`src/logic/mapper_pkg.sv`:
```
// Shared constants and types for the extended address mapper.
// Assumes a single core clock; all users reference mapper_pkg::name.
package mapper_pkg;

  // ==========================================================================
  // Widths
  localparam int PC_W = 23;
  localparam int UPTR_W = 24;
  localparam int NUM_BANKS = 4;
  localparam int REGS_PER_BANK = 8;

  // ==========================================================================
  // Addresses and boundaries
  localparam logic [22:0] RESET_PC = 23'h000000;
  localparam logic [22:0] VECTOR_BASE = 23'h000003;
  localparam logic [22:0] CODE_LOW_TOP = 23'h00FFFF;
  localparam logic [23:0] EXTERNAL_DATA_SPACE_TOP = 24'h00FFFF;
  localparam logic [23:0] HIGH_DATA_SPACE_TOP = 24'h7EFFFF;
  localparam logic [23:0] INDIRECT_INTERNAL_DATA_SPACE_BASE = 24'h7F0000;
  localparam logic [23:0] INDIRECT_INTERNAL_DATA_SPACE_TOP = 24'h7F00FF;
  localparam logic [23:0] EXTENDED_INTERNAL_DATA_SPACE_TOP = 24'h7FFFFF;
  localparam int CODE_SEL_BIT = 23;

  // ==========================================================================
  // Pointer register positions inside a bank, most significant first
  localparam logic [2:0] PTR0_HI = 3'h1;
  localparam logic [2:0] PTR0_MID = 3'h2;
  localparam logic [2:0] PTR0_LO = 3'h3;
  localparam logic [2:0] PTR1_HI = 3'h5;
  localparam logic [2:0] PTR1_MID = 3'h6;
  localparam logic [2:0] PTR1_LO = 3'h7;

  // ==========================================================================
  // Values
  localparam logic [7:0] PREFIX_BYTE = 8'hA5;
  localparam logic [7:0] BLOCKED_READ_VALUE = 8'hFF;
  localparam logic [7:0] REG_RESET = 8'h00;

  // ==========================================================================
  // Types
  typedef enum logic [1:0] {BUS_MIXED, BUS_SINGLE_CHIP, BUS_ROMLESS} bus_mode_t;
  typedef enum logic [1:0] {BASE_ACTIVE_DATA_POINTER_16, BASE_EXTENDED_DATA_POINTER, BASE_UPTR, BASE_PC} base_sel_t;
  typedef enum logic [2:0] {
    SPACE_EXTERNAL_DATA_SPACE, SPACE_HIGH_DATA_SPACE, SPACE_INDIRECT_INTERNAL_DATA_SPACE, SPACE_EXTENDED_INTERNAL_DATA_SPACE, SPACE_CODE
  } space_t;

  typedef struct packed {
    logic valid;
    logic write;
    space_t space;
    logic [23:0] addr;
    logic [7:0] wdata;
  } mem_req_t;

  typedef struct packed {
    logic valid;
    logic external;
    logic fault;
    logic [22:0] addr;
  } code_req_t;

endpackage

```
`src/logic/extended_address_mapper.sv`:
```
// Address generation and memory mapping for an extended 8-bit core.
// Assumes core control inputs are synchronous to clk_i.
//
// What this block does
// - Code above the first 64 kB runs only with extended addressing enabled.
// - Constant reads above 64 kB of code need extended addressing enabled.
// - Program counter is 23 bits over one linear 8 MB code space.
// - In mixed mode, code up to the on-chip limit is internal, higher goes external.
// - Bus modes: mixed, single chip without bus, and no on-chip code.
// - Indexed code reads use data pointer, extended pointer, universal pointer or PC.
// - Fetch starts at 00:0000h after reset; vectors start at 00:0003h.
// - Universal accesses reach every space except special function registers.
// - Pointer zero uses registers 1-3, pointer one registers 5-7 of bank.
// - Universal map: external, high, internal, extended internal, then code on top.
// - Top pointer bit picks code; 00:0000-00:FFFF is classic external data.
// - Universal move adds a 0-3 displacement to the pointer before access.
// - Universal stores into the code region never change code memory.
// - Pointer increment adds 1 to 4 to a selected pointer in place.
// - Without extended mode only low 64 kB code, external data, internal and extended internal data are reached.
// - Without extended mode, reads outside those regions return FFh.
// - Opcode after prefix A5h runs in its extended alternate form.
// - Classic instructions keep their classic machine cycle counts.
// - Enable bit of core configuration governs upper code and high data.
// - Universal move reaches extended internal data whatever the enable bit.
module extended_address_mapper #(
  parameter logic [22:0] ONCHIP_TOP = 23'h017FFF
) (
  // Clock and reset
  input wire logic clk_i,
  input wire logic rst_i,
  // Core configuration
  input wire logic extended_addressing_enable_i,
  input wire mapper_pkg::bus_mode_t bus_mode_i,
  input wire logic [1:0] bank_sel_i,
  // Working register writes
  input wire logic reg_wr_i,
  input wire logic [2:0] reg_wr_idx_i,
  input wire logic [7:0] reg_wr_data_i,
  // Program counter control
  input wire logic pc_step_i,
  input wire logic [2:0] pc_step_len_i,
  input wire logic pc_load_i,
  input wire logic [22:0] pc_load_addr_i,
  // Opcode stream
  input wire logic opcode_valid_i,
  input wire logic [7:0] opcode_i,
  // Indexed code reads
  input wire logic cread_req_i,
  input wire mapper_pkg::base_sel_t cread_base_i,
  input wire logic cread_ptr_sel_i,
  input wire logic [7:0] acc_i,
  input wire logic [15:0] active_data_pointer_16_i,
  input wire logic [22:0] extended_data_pointer_i,
  // Universal move and increment
  input wire logic umove_req_i,
  input wire logic umove_write_i,
  input wire logic umove_ptr_sel_i,
  input wire logic [1:0] umove_disp_i,
  input wire logic uinc_req_i,
  input wire logic uinc_ptr_sel_i,
  input wire logic [1:0] uinc_amount_i,
  // Memory answer
  input wire logic mem_rvalid_i,
  input wire logic [7:0] mem_rdata_i,
  // Fetch side
  output logic [22:0] pc_o,
  output mapper_pkg::code_req_t fetch_o,
  output logic decoded_valid_o,
  output logic [7:0] decoded_opcode_o,
  output logic extended_form_o,
  // Code read side
  output mapper_pkg::code_req_t cread_o,
  // Universal move side
  output mapper_pkg::mem_req_t mem_req_o,
  output logic move_done_o,
  output logic [7:0] move_rdata_o,
  output logic move_dropped_o,
  output logic busy_o,
  output logic [23:0] uptr0_o,
  output logic [23:0] uptr1_o
);

  // ==========================================================================
  // Helpers
  function automatic logic [23:0] uadd(input logic [23:0] base, input logic [2:0] off);
    uadd = 24'(base + {21'h000000, off});
  endfunction

  typedef enum {ST_IDLE, ST_WAIT} move_state_t;

  // ==========================================================================
  // Working register banks
  logic [7:0] regs_mem [mapper_pkg::NUM_BANKS][mapper_pkg::REGS_PER_BANK];

  // Pointers assembled most significant byte first
  wire [23:0] uptr0_w = {regs_mem[bank_sel_i][mapper_pkg::PTR0_HI],
                         regs_mem[bank_sel_i][mapper_pkg::PTR0_MID],
                         regs_mem[bank_sel_i][mapper_pkg::PTR0_LO]};
  wire [23:0] uptr1_w = {regs_mem[bank_sel_i][mapper_pkg::PTR1_HI],
                         regs_mem[bank_sel_i][mapper_pkg::PTR1_MID],
                         regs_mem[bank_sel_i][mapper_pkg::PTR1_LO]};

  // Increment by 1 to 4, written back in place
  wire [23:0] uinc_src_w = uinc_ptr_sel_i ? uptr1_w : uptr0_w;
  wire [23:0] uinc_res_w = uadd(uinc_src_w, {1'b0, uinc_amount_i} + 3'h1);
  wire [2:0] uinc_hi_w = uinc_ptr_sel_i ? mapper_pkg::PTR1_HI : mapper_pkg::PTR0_HI;
  wire [2:0] uinc_mid_w = uinc_ptr_sel_i ? mapper_pkg::PTR1_MID : mapper_pkg::PTR0_MID;
  wire [2:0] uinc_lo_w = uinc_ptr_sel_i ? mapper_pkg::PTR1_LO : mapper_pkg::PTR0_LO;

  always_ff @(posedge clk_i) begin
    if (rst_i) begin
      for (int b = 0; b < mapper_pkg::NUM_BANKS; b++) begin
        for (int r = 0; r < mapper_pkg::REGS_PER_BANK; r++) begin
          regs_mem[b][r] <= mapper_pkg::REG_RESET;
        end
      end
    end else begin
      if (reg_wr_i) begin
        regs_mem[bank_sel_i][reg_wr_idx_i] <= reg_wr_data_i;
      end
      if (uinc_req_i) begin
        regs_mem[bank_sel_i][uinc_hi_w] <= uinc_res_w[23:16];
        regs_mem[bank_sel_i][uinc_mid_w] <= uinc_res_w[15:8];
        regs_mem[bank_sel_i][uinc_lo_w] <= uinc_res_w[7:0];
      end
    end
  end

  // ==========================================================================
  // Program counter: 23-bit linear, wraps inside 8 MB
  logic [22:0] pc_reg;
  logic [22:0] pc_next;

  assign pc_next = pc_load_i ? pc_load_addr_i :
                   pc_step_i ? 23'(pc_reg + {20'h00000, pc_step_len_i}) : pc_reg;

  always_ff @(posedge clk_i) begin
    if (rst_i) begin
      pc_reg <= mapper_pkg::RESET_PC;
    end else begin
      pc_reg <= pc_next;
    end
  end

  // ==========================================================================
  // Fetch routing, registered alongside the counter
  logic fetch_ext_w;
  logic fetch_fault_w;
  mapper_pkg::code_req_t fetch_reg;

  code_fetch_router #(.ONCHIP_TOP(ONCHIP_TOP)) fetch_router (
    .addr_i(pc_next),
    .ext_enable_i(extended_addressing_enable_i),
    .bus_mode_i(bus_mode_i),
    .external_o(fetch_ext_w),
    .fault_o(fetch_fault_w)
  );

  always_ff @(posedge clk_i) begin
    if (rst_i) begin
      fetch_reg <= '{valid: 1'b0, external: 1'b0, fault: 1'b0, addr: mapper_pkg::RESET_PC};
    end else begin
      fetch_reg <= '{valid: 1'b1, external: fetch_ext_w, fault: fetch_fault_w, addr: pc_next};
    end
  end

  // ==========================================================================
  // Prefix detection
  logic prefix_pending_reg;
  logic decoded_valid_reg;
  logic [7:0] decoded_opcode_reg;
  logic extended_form_reg;
  wire is_prefix = opcode_valid_i && !prefix_pending_reg
                   && (opcode_i == mapper_pkg::PREFIX_BYTE);

  always_ff @(posedge clk_i) begin
    if (rst_i) begin
      prefix_pending_reg <= 1'b0;
      decoded_valid_reg <= 1'b0;
      decoded_opcode_reg <= 8'h00;
      extended_form_reg <= 1'b0;
    end else if (opcode_valid_i) begin
      prefix_pending_reg <= is_prefix;
      decoded_valid_reg <= !is_prefix;
      decoded_opcode_reg <= opcode_i;
      extended_form_reg <= !is_prefix && prefix_pending_reg;
    end else begin
      decoded_valid_reg <= 1'b0;
    end
  end

  // ==========================================================================
  // Indexed code reads
  wire [23:0] cread_uptr_w = cread_ptr_sel_i ? uptr1_w : uptr0_w;
  wire [15:0] active_data_pointer_16_sum_w = 16'(active_data_pointer_16_i + {8'h00, acc_i});
  logic [22:0] cread_addr_w;
  logic cread_ext_w;
  logic cread_fault_w;
  mapper_pkg::code_req_t cread_reg;

  assign cread_addr_w = (cread_base_i == mapper_pkg::BASE_ACTIVE_DATA_POINTER_16) ? {pc_reg[22:16], active_data_pointer_16_sum_w} :
                        (cread_base_i == mapper_pkg::BASE_EXTENDED_DATA_POINTER) ? 23'(extended_data_pointer_i + acc_i) :
                        (cread_base_i == mapper_pkg::BASE_UPTR) ? 23'(cread_uptr_w + acc_i) :
                        23'(pc_reg + acc_i);

  code_fetch_router #(.ONCHIP_TOP(ONCHIP_TOP)) cread_router (
    .addr_i(cread_addr_w),
    .ext_enable_i(extended_addressing_enable_i),
    .bus_mode_i(bus_mode_i),
    .external_o(cread_ext_w),
    .fault_o(cread_fault_w)
  );

  always_ff @(posedge clk_i) begin
    if (rst_i) begin
      cread_reg <= '0;
    end else begin
      cread_reg <= '{valid: cread_req_i, external: cread_ext_w, fault: cread_fault_w,
                     addr: cread_addr_w};
    end
  end

  // ==========================================================================
  // Universal move
  wire [23:0] umove_ptr_w = umove_ptr_sel_i ? uptr1_w : uptr0_w;
  wire [23:0] umove_addr_w = uadd(umove_ptr_w, {1'b0, umove_disp_i});
  mapper_pkg::space_t umove_space_w;
  logic umove_reach_w;

  universal_map_decoder umove_decoder (
    .addr_i(umove_addr_w),
    .ext_enable_i(extended_addressing_enable_i),
    .space_o(umove_space_w),
    .reachable_o(umove_reach_w)
  );

  // Store to code is swallowed; unreachable read answers with FFh
  wire code_store_w = umove_write_i && (umove_space_w == mapper_pkg::SPACE_CODE);
  wire blocked_w = !umove_reach_w;
  logic busy_reg;
  wire move_go_w = umove_req_i && !busy_reg;
  wire issue_w = move_go_w && !code_store_w && !blocked_w;

  move_state_t state_reg;
  move_state_t state_next;
  mapper_pkg::mem_req_t mem_req_reg;
  logic move_done_reg;
  logic [7:0] move_rdata_reg;
  logic move_dropped_reg;

  always_comb begin
    state_next = state_reg;
    case (state_reg)
      ST_IDLE: begin
        if (issue_w && !umove_write_i) begin
          state_next = ST_WAIT;
        end
      end
      ST_WAIT: begin
        if (mem_rvalid_i) begin
          state_next = ST_IDLE;
        end
      end
      default: state_next = ST_IDLE;
    endcase
  end

  always_ff @(posedge clk_i) begin
    if (rst_i) begin
      state_reg <= ST_IDLE;
      busy_reg <= 1'b0;
      mem_req_reg <= '0;
      move_done_reg <= 1'b0;
      move_rdata_reg <= 8'h00;
      move_dropped_reg <= 1'b0;
    end else begin
      state_reg <= state_next;
      busy_reg <= (state_next == ST_WAIT);
      mem_req_reg <= '{valid: issue_w, write: umove_write_i, space: umove_space_w,
                       addr: umove_addr_w, wdata: acc_i};
      move_dropped_reg <= move_go_w && (code_store_w || (blocked_w && umove_write_i));
      // Read answer follows memory read valid by one cycle; blocked moves answer next cycle
      if (state_reg == ST_WAIT && mem_rvalid_i) begin
        move_done_reg <= 1'b1;
        move_rdata_reg <= mem_rdata_i;
      end else if (move_go_w && !issue_w) begin
        move_done_reg <= 1'b1;
        move_rdata_reg <= mapper_pkg::BLOCKED_READ_VALUE;
      end else begin
        move_done_reg <= move_go_w && umove_write_i;
      end
    end
  end

  // ==========================================================================
  // Pointer views
  logic [23:0] uptr0_reg;
  logic [23:0] uptr1_reg;

  always_ff @(posedge clk_i) begin
    if (rst_i) begin
      uptr0_reg <= 24'h000000;
      uptr1_reg <= 24'h000000;
    end else begin
      uptr0_reg <= uptr0_w;
      uptr1_reg <= uptr1_w;
    end
  end

  assign pc_o = pc_reg;
  assign fetch_o = fetch_reg;
  assign decoded_valid_o = decoded_valid_reg;
  assign decoded_opcode_o = decoded_opcode_reg;
  assign extended_form_o = extended_form_reg;
  assign cread_o = cread_reg;
  assign mem_req_o = mem_req_reg;
  assign move_done_o = move_done_reg;
  assign move_rdata_o = move_rdata_reg;
  assign move_dropped_o = move_dropped_reg;
  assign busy_o = busy_reg;
  assign uptr0_o = uptr0_reg;
  assign uptr1_o = uptr1_reg;
endmodule

```
`src/logic/universal_map_decoder.sv`:
```
// Splits a universal pointer value into its memory space.
// Purely combinational; the caller registers the results.
module universal_map_decoder (
  // Pointer value and mode
  input wire logic [23:0] addr_i,
  input wire logic ext_enable_i,
  // Decoded space
  output mapper_pkg::space_t space_o,
  output logic reachable_o
);

  // ==========================================================================
  // Space ranges, bottom to top: external, high, internal, extended, code
  wire is_code = addr_i[mapper_pkg::CODE_SEL_BIT];
  wire is_external_data_space = !is_code && (addr_i <= mapper_pkg::EXTERNAL_DATA_SPACE_TOP);
  wire is_high_data_space = !is_code && !is_external_data_space && (addr_i <= mapper_pkg::HIGH_DATA_SPACE_TOP);
  wire is_indirect_internal_data_space = !is_code && (addr_i >= mapper_pkg::INDIRECT_INTERNAL_DATA_SPACE_BASE)
                  && (addr_i <= mapper_pkg::INDIRECT_INTERNAL_DATA_SPACE_TOP);
  wire code_low = ({1'b0, addr_i[22:0]} <= {1'b0, mapper_pkg::CODE_LOW_TOP});

  assign space_o = is_code ? mapper_pkg::SPACE_CODE :
                   is_external_data_space ? mapper_pkg::SPACE_EXTERNAL_DATA_SPACE :
                   is_high_data_space ? mapper_pkg::SPACE_HIGH_DATA_SPACE :
                   is_indirect_internal_data_space ? mapper_pkg::SPACE_INDIRECT_INTERNAL_DATA_SPACE : mapper_pkg::SPACE_EXTENDED_INTERNAL_DATA_SPACE;

  // Internal spaces stay reachable in both modes
  assign reachable_o = ext_enable_i || (is_code ? code_low : !is_high_data_space);

endmodule

```
`src/logic/code_fetch_router.sv`:
```
// Decides whether a code address goes on-chip or to the external bus.
// Purely combinational; bus mode comes from core configuration.
module code_fetch_router #(
  parameter logic [22:0] ONCHIP_TOP = 23'h017FFF
) (
  // Code address and mode
  input wire logic [22:0] addr_i,
  input wire logic ext_enable_i,
  input wire mapper_pkg::bus_mode_t bus_mode_i,
  // Routing result
  output logic external_o,
  output logic fault_o
);

  // ==========================================================================
  // Routing
  wire above_onchip = (addr_i > ONCHIP_TOP);
  wire above_low = (addr_i > mapper_pkg::CODE_LOW_TOP);
  wire want_external = (bus_mode_i == mapper_pkg::BUS_ROMLESS) || above_onchip;

  assign external_o = want_external && (bus_mode_i != mapper_pkg::BUS_SINGLE_CHIP);
  // Upper code needs extended mode; single chip has nothing off-chip
  assign fault_o = (above_low && !ext_enable_i)
                   || (want_external && bus_mode_i == mapper_pkg::BUS_SINGLE_CHIP);

endmodule

```
`config.mk`:
```
export PLATFORM = sky130hd
export DESIGN_NAME = extended_address_mapper
export DESIGN_NICKNAME = d
export VERILOG_FILES = /design/src/logic/mapper_pkg.sv /design/src/logic/extended_address_mapper.sv /design/src/logic/universal_map_decoder.sv /design/src/logic/code_fetch_router.sv
export SDC_FILE = /design/constraint.sdc
export NUM_CORES = 1
export LEC_CHECK = 0
export BUFFER_PORTS_ARGS = -buffer_cell sky130_fd_sc_hd__buf_2
export CORE_ASPECT_RATIO = 0.7
export CORE_MARGIN = 2
export CORE_UTILIZATION = 35
export CTS_CLUSTER_DIAMETER = 80
export CTS_CLUSTER_SIZE = 10
export DETAILED_ROUTE_END_ITERATION = 10
export GPL_ROUTABILITY_DRIVEN = 0
export HOLD_SLACK_MARGIN = 0.02
export PLACE_DENSITY_LB_ADDON = 0.2
export SLEW_MARGIN = 20
export SYNTH_ARGS = -nofsm -noshare
export SYNTH_HDL_FRONTEND = slang
export SYNTH_SLANG_ARGS = --single-unit
export TNS_END_PERCENT = 1
```
`constraint.sdc`:
```
create_clock -name clk_i -period 10.66 [get_ports clk_i]
set_clock_uncertainty 0.1 [all_clocks]
set_input_delay 3.198 -clock clk_i [delete_from_list [all_inputs] [get_ports clk_i]]
set_output_delay 3.198 -clock clk_i [all_outputs]
set_load 0.03 [all_outputs]
```
== Word-level counts from Yosys, hierarchy flattened ==
Memory sizes are Yosys's and may differ from the RTL's.
Cells that the tools add are included.

* Output and inout bits: 181
* Bits of input ports: 125
* Register bits: 191
* Word-level logic and storage cells: 544
* RAM bits: 256
* Memories: 1

* $lt $le $gt $ge: 17
* $add $sub $neg: 8
* Reductions and logical operators: 50
* Bitwise logic cells: 197
* Eq/ne operators: 10
* Mux-type cells: 237

{| class="wikitable"
|+ Memories
! memory !! words !! bits a word !! read ports !! clocked after Yosys merged registers in !! wr ports !! RTL line !! text
|-
| regs_mem || 4 || 64 || 1 || 0 || 4 || extended_address_mapper.sv:93 || <nowiki>logic [7:0] regs_mem [mapper_pkg::NUM_BANKS][mapper_pkg::REGS_PER_BANK];</nowiki>
|}

{| class="wikitable"
|+ Operators by type and width
! cell !! number
|-
| $mux W64 || 6
|-
| $mux W1 || 202
|-
| $or A1 B1 Y1 || 192
|-
| $mux W23 || 6
|-
| $demux W8 S3 || 4
|-
| $add A23 B8 Y23 || 3
|-
| $eq A32 B2 Y1 const B || 2
|-
| $mux W32 || 2
|-
| $pmux W32 S2 || 1
|-
| $reduce_or A64 Y1 || 1
|-
| $le A24 B23 Y1 const B || 2
|-
| $mux W24 || 2
|-
| $mux W8 || 6
|-
| $gt A23 B16 Y1 const B || 2
|-
| $gt A23 B17 Y1 const B || 2
|-
| $eq A32 B1 Y1 const B || 1
|-
| $logic_not A32 Y1 || 1
|-
| $logic_and A1 B1 Y1 || 28
|-
| $mux W26 || 1
|-
| $add A24 B2 Y24 || 1
|-
| $add A24 B3 Y24 || 1
|-
| $ge A24 B23 Y1 const B || 1
|-
| $le A24 B16 Y1 const B || 1
|-
| $add A23 B3 Y23 || 1
|-
| 19 further kinds || 50
|}

== Longest topological paths before layout ==
Gate-level depths: netlist of run 1.
An unclocked memory read counts as a cell.

* Depth after elaboration: 20
* Mapped depth: 22
* Depth with buffers taken out: 16

== By module ==
From an unflattened synthesis of run 1, not the netlist that was laid out.

* Cell total of the unflattened synthesis: 1822
* Area, all modules: 19202.2 µm²

{| class="wikitable"
|+ Modules (own cells, without submodules)
! module !! times used !! cells each !! area an instance (µm²) !! sequential area each (µm²)
|-
| extended_address_mapper || 1 || 1794 || 18958.2 || 9589.2
|-
| code_fetch_router || 2 || 9 || 85.1 || 0.0
|-
| universal_map_decoder || 1 || 10 || 73.8 || 0.0
|}

== Worst setup path before layout of run 1 ==
No wires, ideal clock.

* Kind: input port to flip-flop
* Start: in umove_ptr_sel_i
* End: reg busy_reg (netlist: busy_o)
* Path buffers: 6
* Setup slack: 2465 ps
* Data arrival time: 8035 ps
* Data required time: 10500 ps
* Stages: 20
* Setup time: 60 ps
* Cell sequence: clkbuf_1 buf_2 buf_2 buf_2 clkbuf_1 clkbuf_1 mux2_2 ha_1 inv_1 fa_1 nor2_1 nand3_1 a222oi_1 nand4_1 xnor2_1 or4_4 nor4b_4 nor3_4 o41ai_2 and3_1

* Word-level cells in the longest chain between the ends: 19
* Elaborated cells between the ends (all ways): 30
* Classes of those cells: add/sub (1); order compare (5); eq/ne (2); mux (8); reduce/logical (14)

{| class="wikitable"
|+ Ends and longest elaborated chain
! what !! RTL line !! text
|-
| start, declared || extended_address_mapper.sv:57 || <nowiki>input wire logic umove_ptr_sel_i,</nowiki>
|-
| $mux W24 (*) || extended_address_mapper.sv:225 || <nowiki>wire [23:0] umove_ptr_w = umove_ptr_sel_i ? uptr1_w : uptr0_w;</nowiki>
|-
| $add A24 B2 Y24 (*) || extended_address_mapper.sv:86 || <nowiki>uadd = 24'(base + {21'h000000, off});</nowiki>
|-
| $le A24 B16 Y1 or $logic_not A1 Y1 (tied branches) || universal_map_decoder.sv:15, universal_map_decoder.sv:16, universal_map_decoder.sv:17 ||
|-
| $logic_and A1 B1 Y1 || universal_map_decoder.sv:15 || <nowiki>wire is_external_data_space = !is_code && (addr_i <= mapper_pkg::EXTERNAL_DATA_SPACE_TOP);</nowiki>
|-
| $logic_not A1 Y1 || universal_map_decoder.sv:16 || <nowiki>wire is_high_data_space = !is_code && !is_external_data_space && (addr_i <= mapper_pkg::HIGH_DATA_SPACE_TOP);</nowiki>
|-
| $logic_and A1 B1 Y1 (2 in series) || universal_map_decoder.sv:16 ||
|-
| $mux W3 || universal_map_decoder.sv:23 || <nowiki>is_high_data_space ? mapper_pkg::SPACE_HIGH_DATA_SPACE :</nowiki>
|-
| $mux W3 || universal_map_decoder.sv:22 || <nowiki>is_external_data_space ? mapper_pkg::SPACE_EXTERNAL_DATA_SPACE :</nowiki>
|-
| [... 2 more ...] || - ||
|-
| $logic_and A1 B1 Y1 || extended_address_mapper.sv:238 || <nowiki>wire code_store_w = umove_write_i && (umove_space_w == mapper_pkg::SPACE_CODE);</nowiki>
|-
| $logic_not A1 Y1 || extended_address_mapper.sv:242 || <nowiki>wire issue_w = move_go_w && !code_store_w && !blocked_w;</nowiki>
|-
| $logic_and A1 B1 Y1 || extended_address_mapper.sv:242 ||
|-
| $logic_and A1 B1 Y1 (*) || extended_address_mapper.sv:242 ||
|-
| $logic_and A1 B1 Y1 (*) || extended_address_mapper.sv:255 || <nowiki>if (issue_w && !umove_write_i) begin</nowiki>
|-
| $mux W32 (*) || extended_address_mapper.sv:255 ||
|-
| $pmux W32 S2 (*) || extended_address_mapper.sv:253 || <nowiki>case (state_reg)</nowiki>
|-
| $eq A32 B2 Y1 (*) || extended_address_mapper.sv:278 || <nowiki>busy_reg <= (state_next == ST_WAIT);</nowiki>
|-
| end signal, assigned || extended_address_mapper.sv:278 ||
|-
| end, declared || extended_address_mapper.sv:240 || <nowiki>logic busy_reg;</nowiki>
|}

Every way passes the cells marked *; elsewhere a longest branch is shown, timed or not.
A chain may end at the register's enable or synchronous reset.

== Worst setup path after layout of run 1 ==
* Start: in bank_sel_i[0]
* End: reg cread_reg (netlist bit cread_o[24])

* Word-level cells in the longest chain between the ends: 9

{| class="wikitable"
|+ Ends and longest elaborated chain
! what !! RTL line !! text
|-
| start, declared || extended_address_mapper.sv:34 || <nowiki>input wire logic [1:0] bank_sel_i,</nowiki>
|-
| $mem_v2 Z4 W64 || - ||
|-
| $mux W23 || extended_address_mapper.sv:194 || <nowiki>wire [23:0] cread_uptr_w = cread_ptr_sel_i ? uptr1_w : uptr0_w;</nowiki>
|-
| $add A23 B8 Y23 || extended_address_mapper.sv:203 || <nowiki>(cread_base_i == mapper_pkg::BASE_UPTR) ? 23'(cread_uptr_w + acc_i) :</nowiki>
|-
| $mux W23 || extended_address_mapper.sv:203 ||
|-
| $mux W23 || extended_address_mapper.sv:202 || <nowiki>(cread_base_i == mapper_pkg::BASE_EXTENDED_DATA_POINTER) ? 23'(extended_data_pointer_i + acc_i) :</nowiki>
|-
| $mux W23 || extended_address_mapper.sv:201 || <nowiki>assign cread_addr_w = (cread_base_i == mapper_pkg::BASE_ACTIVE_DATA_POINTER_16) ? {pc_reg[22:16], active_data_ ...</nowiki>
|-
| $gt A23 B17 Y1 || code_fetch_router.sv:17 || <nowiki>wire above_onchip = (addr_i > ONCHIP_TOP);</nowiki>
|-
| $logic_or A1 B1 Y1 || code_fetch_router.sv:19 || <nowiki>wire want_external = (bus_mode_i == mapper_pkg::BUS_ROMLESS) || above_onchip;</nowiki>
|-
| $logic_and A1 B1 Y1 || code_fetch_router.sv:21 || <nowiki>assign external_o = want_external && (bus_mode_i != mapper_pkg::BUS_SINGLE_CHIP);</nowiki>
|-
| end signal, assigned || extended_address_mapper.sv:218 || <nowiki>cread_reg <= '{valid: cread_req_i, external: cread_ext_w, fault: cread_fault_w,</nowiki>
|-
| end, declared || extended_address_mapper.sv:199 || <nowiki>mapper_pkg::code_req_t cread_reg;</nowiki>
|}

No other way between the ends.

==> out/qor.csv, run 1 <==
stage;metric;value;unit
clock_tree;number of buffers added for setup after CTS;0;
critical_path;maximum cell stage delay along the critical path;0.84;ns
final_layout;share of post-route cells with drive strength above 1;0.211;
global_routing;number of antenna violations at the first check in global routing;5;
die;die outline height;201;µm
power_and_ir_drop;switching power share of the total;0.295;
yosys;post-synthesis cell type with the largest combined area;sky130_fd_sc_hd__edfxtp_1;
die;Initial Utilization;0.352;
timing;worst-margin pin slew;1.15;ns
critical_path;Data arrival, critical path;7.93;ns
placement;count of placed standard cells including taps;2796;
clock_tree;cell at the root of the clock tree;sky130_fd_sc_hd__clkbuf_16;
yosys;distinct cell type count of the synthesized netlist;85;
critical_path;required time of the worst setup path;11.00;ns
timing;post-layout min period;7.59;ns
status;result of the run;finished clean;
clock_tree;clock insertion delay at the later pin of the skew report;0.57;ns
route;count of antenna-violating nets left after detailed routing;0;
power_and_ir_drop;Internal Pwr Total;2.62;mW
final_layout;max FFs per register;192;
final_layout;synthesis-to-layout area growth;16.9;%
final_layout;fill count;5513;
timing;final worst hold slack;0.390;ns
power_and_ir_drop;power per cell area;164;nW/µm²
yosys;post-synthesis async set-or-reset flop share;0;
critical_path;Worst setup SP type;input port;
die;IO Count;306;
power_and_ir_drop;Max rail drop VDD;0.000114;V
timing;share of the clock period used by the worst path after layout;0.712;
power_and_ir_drop;Leak Pwr;9.30;nW
global_routing;first-pass GRT wire length;98800;µm
route;wire length per cell after detailed routing;23.4;µm
critical_path;type of element capturing the critical path;flop;
route;final wirelength;67100;µm
yosys;count of flip-flops with a built-in enable after synthesis;192;
yosys;warning count from the yosys run;0;
global_routing;number of global-route vias before repair;14900;
final_layout;area of combinational cells with multiple inputs;9150;µm²
final_layout;final instance count without filler cells;2869;
power_and_ir_drop;clock share of power;0.371;
yosys;portion of synthesized cell area occupied by the leading cell type;0.298;
flow_run;reported max-cap violation count;0;
route;number of optimization iterations in the first detailed-route pass;6;
die;Core Region;55000;µm²
global_routing;pin count of the biggest net entering global routing;101;
global_routing;GR Util All Layers;0.230;
yosys;total standard cell area after synthesis;19300;µm²
critical_path;critical-path cell list;buf_4 > mux4_2 > mux2i_1 > a211oi_1 > ha_1 > fa_1 > a21oi_1 > nor2b_1 > o31a_1 > o21ai_0 > nor4_2 > and3_1 > nor3_1 > and4_1 > o211ai_1 > a31o_2;
timing;maximum clock rate;132;MHz
critical_path;maximum fanout along the worst path;19;
yosys;#FFs+latches synth;382;
clock_tree;TritonCTS buffer count;44;
route;via count of the routed design;15600;
yosys;portion of the post-synthesis area used by sequential elements;0.495;
yosys;Area contributors post-synth;sky130_fd_sc_hd__edfxtp_1 (30%), sky130_fd_sc_hd__dfxtp_1 (20%), sky130_fd_sc_hd__nor2_1 (6.6%);
power_and_ir_drop;Comb power frac;0.180;
timing;hold violation count in the final report;0;
clock_tree;clock sink count;382;
power_and_ir_drop;Reg power frac;0.450;
critical_path;slowest cell on the critical path;sky130_fd_sc_hd__o21ai_0;
route;Avg Vias per Cell;5.44;
timing;Pins Over Slew Limit;0;
final_layout;core occupancy in the finished layout;0.411;
die;number of rows in the core area;72;
clock_tree;clock-pin slew on the worst setup and hold paths;0.06;ns
global_routing;overflow left after global routing;0;
timing;setup TNS;0;ns
final_layout;combined flip-flop and latch cell area;9570;µm²
timing;RSZ-0062 raised after global routing;false;
yosys;Top FF cell, synth;sky130_fd_sc_hd__edfxtp_1;
yosys;synthesized instance count;1821;
timing;final setup fails;0;
power_and_ir_drop;total power;3.71;mW
power_and_ir_drop;switching power of the nets;1.09;mW
timing;Max transition margin;0.220;
clock_tree;maximum count of clock buffers along a single path;3;
clock_tree;H-tree level count;2;
yosys;most common cell in the synthesized netlist;sky130_fd_sc_hd__nor2_1;
critical_path;Crit Path Class;input port to flop;
route;post-detailed-route DRC marker count;0;
route;initial drt markers;1460;
die;Die W;285;µm
placement;IO Port Bufs;305;
hold_path;type of the tightest min-delay check;flop to flop;
yosys;post-synthesis average cell area;10.6;µm²
clock_tree;TritonCTS clock tree;yes;
clock_tree;number of buffers added to fix hold violations after cts;0;
yosys;cell types with the highest counts after synthesis;sky130_fd_sc_hd__nor2_1 (340), sky130_fd_sc_hd__edfxtp_1 (192), sky130_fd_sc_hd__dfxtp_1 (190);
final_layout;Nets;2256;
die;die footprint;57200;µm²
placement;detailed placer's ending HPWL;50600;µm
clock_tree;number of gates resized after CTS;0;
## metrics by stage
stage          setup slack [ns]  area (µm²)
2_1_floorplan              2.47       19500
3_3_place_gp               2.64       21300
3_5_place_dp               2.51       21300
4_1_cts                    3.08       22600
5_1_grt                    2.71       22600
6_report                   3.07       22600
## worst max-delay path: cells and delay by family
kind,cells,cell delay [ns]
buffers and inverters,1,0.34
AOI/OAI and AO/OA,6,1.77
muxes,2,0.86
and+or+nand+nor,5,1.11
adders and majority gates,2,0.64
## placed cells by master (no fill, tap or decap), drive strengths merged, types with 45 or more instances in the layout
cell type and n:
and2 76, nor2 340, mux4 62, xnor2 54, a21oi 120, dfxtp 190, mux2i 101, buf 319
edfxtp 192, nand3 45, clkbuf 68, nand2 131
## path summary, 6_finish.rpt
check	start	to	slack [ns]	cells after the start
worst max register to register	regs_mem[2][0]$_SDFFCE_PN0P_	cread_o[24]$_SDFF_PP0_	5.77	15
worst min-delay path	decoded_opcode_o[1]$_SDFFE_PP0P_	decoded_opcode_o[1]$_SDFFE_PP0P_	0.39	2
worst min register to register	decoded_opcode_o[1]$_SDFFE_PP0P_	decoded_opcode_o[1]$_SDFFE_PP0P_	0.39	2
worst max-delay path	bank_sel_i[0]	cread_o[24]$_SDFF_PP0_	3.07	16
## logic make-up (layout without fill, tap and decap cells)
| logic type | after synthesis | in the layout | share of synthesized area |
|---|---|---|---|
| simple gates | 752 | 752 | 0.184 |
| flops | 382 | 382 | 0.495 |
| compound gates | 268 | 268 | 0.0879 |
| mux | 172 | 172 | 0.134 |
| buf+inv | 130 | 407 | 0.0386 |
| xor+xnor | 88 | 88 | 0.0402 |
| fa+ha+maj | 28 | 28 | 0.0201 |
| other cells | 1 | 32 | 0.000194 |
## cell type report
cell class | instances | share of cell area
diodes | 1 | 0.000111
clock buffers | 68 | 0.0536
clock inverters | 3 | 0.00116
inverters | 17 | 0.00282
multi-input cells | 1339 | 0.405
flip-flops and latches | 382 | 0.423
well taps | 740 | 0.0410
repair buffers | 319 | 0.0734
## routing by layer
metal / share of wire / GRT usage / vias up
met3: 0.096 / 0.0607 / 99
met4: 0.020 / 0.0496 / 0
met5: 0 / 0 / -
met1: 0.46 / 0.339 / 7729
li1: - / - / 7071
met2: 0.42 / 0.337 / 706
## power by group through the flow
stage,Sequential [mW],Combinational (mW),Clock (mW)
2_1_floorplan,1.77,0.358,0
3_3_place_gp,1.70,0.651,0
3_5_place_dp,1.70,0.655,0
4_1_cts,1.67,0.658,1.39
5_1_grt,1.68,0.710,1.46
6_report,1.67,0.666,1.37
Power figures use the tool's default switching activity.
==> run 2, diff against run 1 <==
==> constraint.sdc (replaced) <==
create_clock -name clk_i -period 6.7 [get_ports clk_i]
set_clock_uncertainty 0.1 [all_clocks]
set_input_delay 2.01 -clock clk_i [delete_from_list [all_inputs] [get_ports clk_i]]
set_output_delay 2.01 -clock clk_i [all_outputs]
set_load 0.03 [all_outputs]
==> run 2 against run 1 <==
  * Worst hold slack got worse by 0.0052 ns
  * Via count about the same
  * Final cell count increased by 1.5%
  * Sequential power increased by 59%
  * Core utilization increased by 0.56 points
  * Combinational power increased by 64%
  * Setup slack got worse by 2.4 ns
  * Design area increased by 1.4%
  * Non-clock buffer count increased by 46
  * Critical path type unchanged
  * Critical endpoint is now move_rdata_o[5]$_SDFFE_PP0P_
==> out/qor.csv, run 2 (synthesized netlist as in run 1, its figures left out) <==
stage;metric;value;unit;change
clock_tree;maximum count of clock buffers along a single path;3;;unchanged
final_layout;share of post-route cells with drive strength above 1;0.227;;was 0.211
global_routing;pin count of the biggest net entering global routing;78;;was 101
power_and_ir_drop;switching power share of the total;0.293;;was 0.295
clock_tree;number of buffers added to fix hold violations after cts;0;;unchanged
timing;share of the clock period used by the worst path after layout;0.893;;
route;count of antenna-violating nets left after detailed routing;0;;unchanged
critical_path;type of element capturing the critical path;flop;;unchanged
clock_tree;clock sink count;382;;unchanged
critical_path;Worst setup SP type;input port;;unchanged
route;via count of the routed design;15600;;about the same
placement;IO Port Bufs;305;;unchanged
die;Initial Utilization;0.352;;unchanged
placement;placed cell area;21700;µm²;was 21300 µm²
status;result of the run;finished clean;;unchanged
timing;RSZ-0062 raised after global routing;false;;unchanged
die;die footprint;57200;µm²;unchanged
final_layout;fill count;5371;;was 5513
route;post-detailed-route DRC marker count;0;;unchanged
timing;worst-margin pin slew;1.14;ns;was 1.15 ns
final_layout;most frequent cells in the layout;sky130_fd_sc_hd__nor2_1 (339), sky130_fd_sc_hd__buf_2 (302), sky130_fd_sc_hd__edfxtp_1 (192);;unchanged
route;final wirelength;67100;µm;about the same
global_routing;number of global-route vias before repair;15000;;was 14.9k
timing;Max transition margin;0.232;;was 0.220
timing;final worst hold slack;0.385;ns;was 0.390 ns
final_layout;final std cell area, no fill;22900;µm²;was 22600 µm²
final_layout;Nets;2302;;was 2256
global_routing;first-pass GRT wire length;97900;µm;was 98800 µm
final_layout;combined flip-flop and latch cell area;9570;µm²;unchanged
route;Avg Vias per Cell;5.36;;was 5.44
clock_tree;clock-pin slew on the worst setup and hold paths;0.05;ns;was 0.06 ns
final_layout;diode count;0;;was 1
power_and_ir_drop;switching power of the nets;1.73;mW;was 1.09 mW
clock_tree;TritonCTS buffer count;44;;unchanged
route;wire length per cell after detailed routing;23.0;µm;was 23.4 µm
timing;maximum clock rate;167;MHz;
power_and_ir_drop;Internal Pwr Total;4.18;mW;was 2.62 mW
clock_tree;clock insertion delay at the later pin of the skew report;0.56;ns;was 0.57 ns
power_and_ir_drop;clock share of power;0.366;;was 0.371
clock_tree;TritonCTS clock tree;yes;;unchanged
route;number of optimization iterations in the first detailed-route pass;7;;was 6
clock_tree;number of buffers added for setup after CTS;0;;unchanged
placement;detailed placer's ending HPWL;50900;µm;was 50600 µm
timing;post-layout min period;5.98;ns;
hold_path;type of the tightest min-delay check;flop to flop;;unchanged
die;Die W;285;µm;unchanged
die;Core Region;55000;µm²;unchanged
clock_tree;H-tree level count;2;;unchanged
final_layout;max FFs per register;192;;unchanged
timing;hold violation count in the final report;0;;unchanged
power_and_ir_drop;power per cell area;258;nW/µm²;was 164 nW/µm²
die;IO Count;306;;unchanged
power_and_ir_drop;Comb power frac;0.185;;was 0.180
timing;final setup fails;0;;unchanged
global_routing;GR Util All Layers;0.228;;was 0.230
clock_tree;number of gates resized after CTS;0;;unchanged
critical_path;Crit Path Class;input port to flop;;unchanged
die;number of rows in the core area;72;;unchanged
critical_path;required time of the worst setup path;7.00;ns;was 11.00 ns
route;initial drt markers;1580;;was 1460
final_layout;leading cell type in the layout, fill and taps excluded;sky130_fd_sc_hd__nor2_1;;unchanged
clock_tree;cell at the root of the clock tree;sky130_fd_sc_hd__clkbuf_16;;unchanged
timing;setup TNS;0;ns;unchanged
power_and_ir_drop;Max rail drop VDD;0.000159;V;was 0.000114 V
power_and_ir_drop;Reg power frac;0.449;;was 0.450
flow_run;reported max-cap violation count;0;;unchanged
critical_path;Data arrival, critical path;6.28;ns;was 7.93 ns
power_and_ir_drop;Leak Pwr;9.50;nW;was 9.30 nW
die;die outline height;201;µm;unchanged
final_layout;area of combinational cells with multiple inputs;9140;µm²;was 9150 µm²
global_routing;number of antenna violations at the first check in global routing;2;;was 5
timing;Pins Over Slew Limit;0;;unchanged
global_routing;overflow left after global routing;0;;unchanged
critical_path;maximum fanout along the worst path;17;;was 19
final_layout;synthesis-to-layout area growth;18.5;%;was 16.9%
run 2: changes by cell type in the layout (fill, tap and decap cells not counted), sizes merged:
cell | previous run | this run
inv | 20 | 18
buf | 319 | 365
diode | 1 | 0
run 2: cell type report:
cell class                 count  share of cell area
inverter                      17             0.00278
multi-input combinational   1339               0.399
timing repair buffer         365              0.0871
sequential                   382               0.418
clock buffer                  68              0.0529
tap                          740              0.0404
clock inverter                 1            0.000382
run 2: power by group through the flow:
| stage | Clock (mW) | Combinational (mW) | Sequential, mW |
|---|---|---|---|
| after floorplan | 0 | 0.570 | 2.82 |
| after global placement | 0 | 1.07 | 2.70 |
| after detailed placement | 0 | 1.07 | 2.70 |
| after CTS | 2.20 | 1.08 | 2.65 |
| after global routing | 2.30 | 1.16 | 2.67 |
| final | 2.16 | 1.09 | 2.65 |
run 2: stage by stage:
stage,util,total power [mW],setup slack (ns),std cells
final,0.417,5.91,0.717,2912
after global routing,0.417,6.12,0.407,2912
after CTS,0.417,5.93,0.711,2912
after detailed placement,0.395,3.78,0.157,2843
after global placement,0.395,3.77,0.205,2843
after floorplan,-,3.39,0.000394,1851
run 2: worst max-delay path, cell delays in order:
cell and delay [ns]:
sky130_fd_sc_hd__buf_4 0.31, sky130_fd_sc_hd__mux4_2 0.37, sky130_fd_sc_hd__mux2_2 0.17, sky130_fd_sc_hd__ha_1 0.18, sky130_fd_sc_hd__inv_1 0.06, sky130_fd_sc_hd__fa_1 0.41
sky130_fd_sc_hd__nand4b_1 0.23, sky130_fd_sc_hd__a222oi_1 0.66, sky130_fd_sc_hd__nand4_1 0.22, sky130_fd_sc_hd__xnor2_1 0.22, sky130_fd_sc_hd__or4_4 0.52, sky130_fd_sc_hd__nor4b_4 0.30
sky130_fd_sc_hd__nor3_4 0.12, sky130_fd_sc_hd__o21ai_2 0.34, sky130_fd_sc_hd__a211oi_1 0.13
run 2: worst paths after layout:
| kind | slack (ns) | endpoint | startpoint | cells after the start |
|---|---|---|---|---|
| worst max register to register | 2.25 | cread_o[24]$_SDFF_PP0_ | regs_mem[3][1]$_SDFFCE_PN0P_ | 15 |
| worst min register to register | 0.38 | decoded_opcode_o[1]$_SDFFE_PP0P_ | decoded_opcode_o[1]$_SDFFE_PP0P_ | 2 |
| worst min-delay path | 0.38 | decoded_opcode_o[1]$_SDFFE_PP0P_ | decoded_opcode_o[1]$_SDFFE_PP0P_ | 2 |
| worst max-delay path | 0.72 | move_rdata_o[5]$_SDFFE_PP0P_ | bank_sel_i[0] | 15 |
run 2: routing by layer:
layer  vias to the layer above  routed length, µm  global-route usage
li1                       7162                  -                   -
met1                      7646              30100               0.327
met2                       712              28800               0.338
met3                        97               6880              0.0730
met4                         0               1290              0.0479
met5                         -                  0                   0
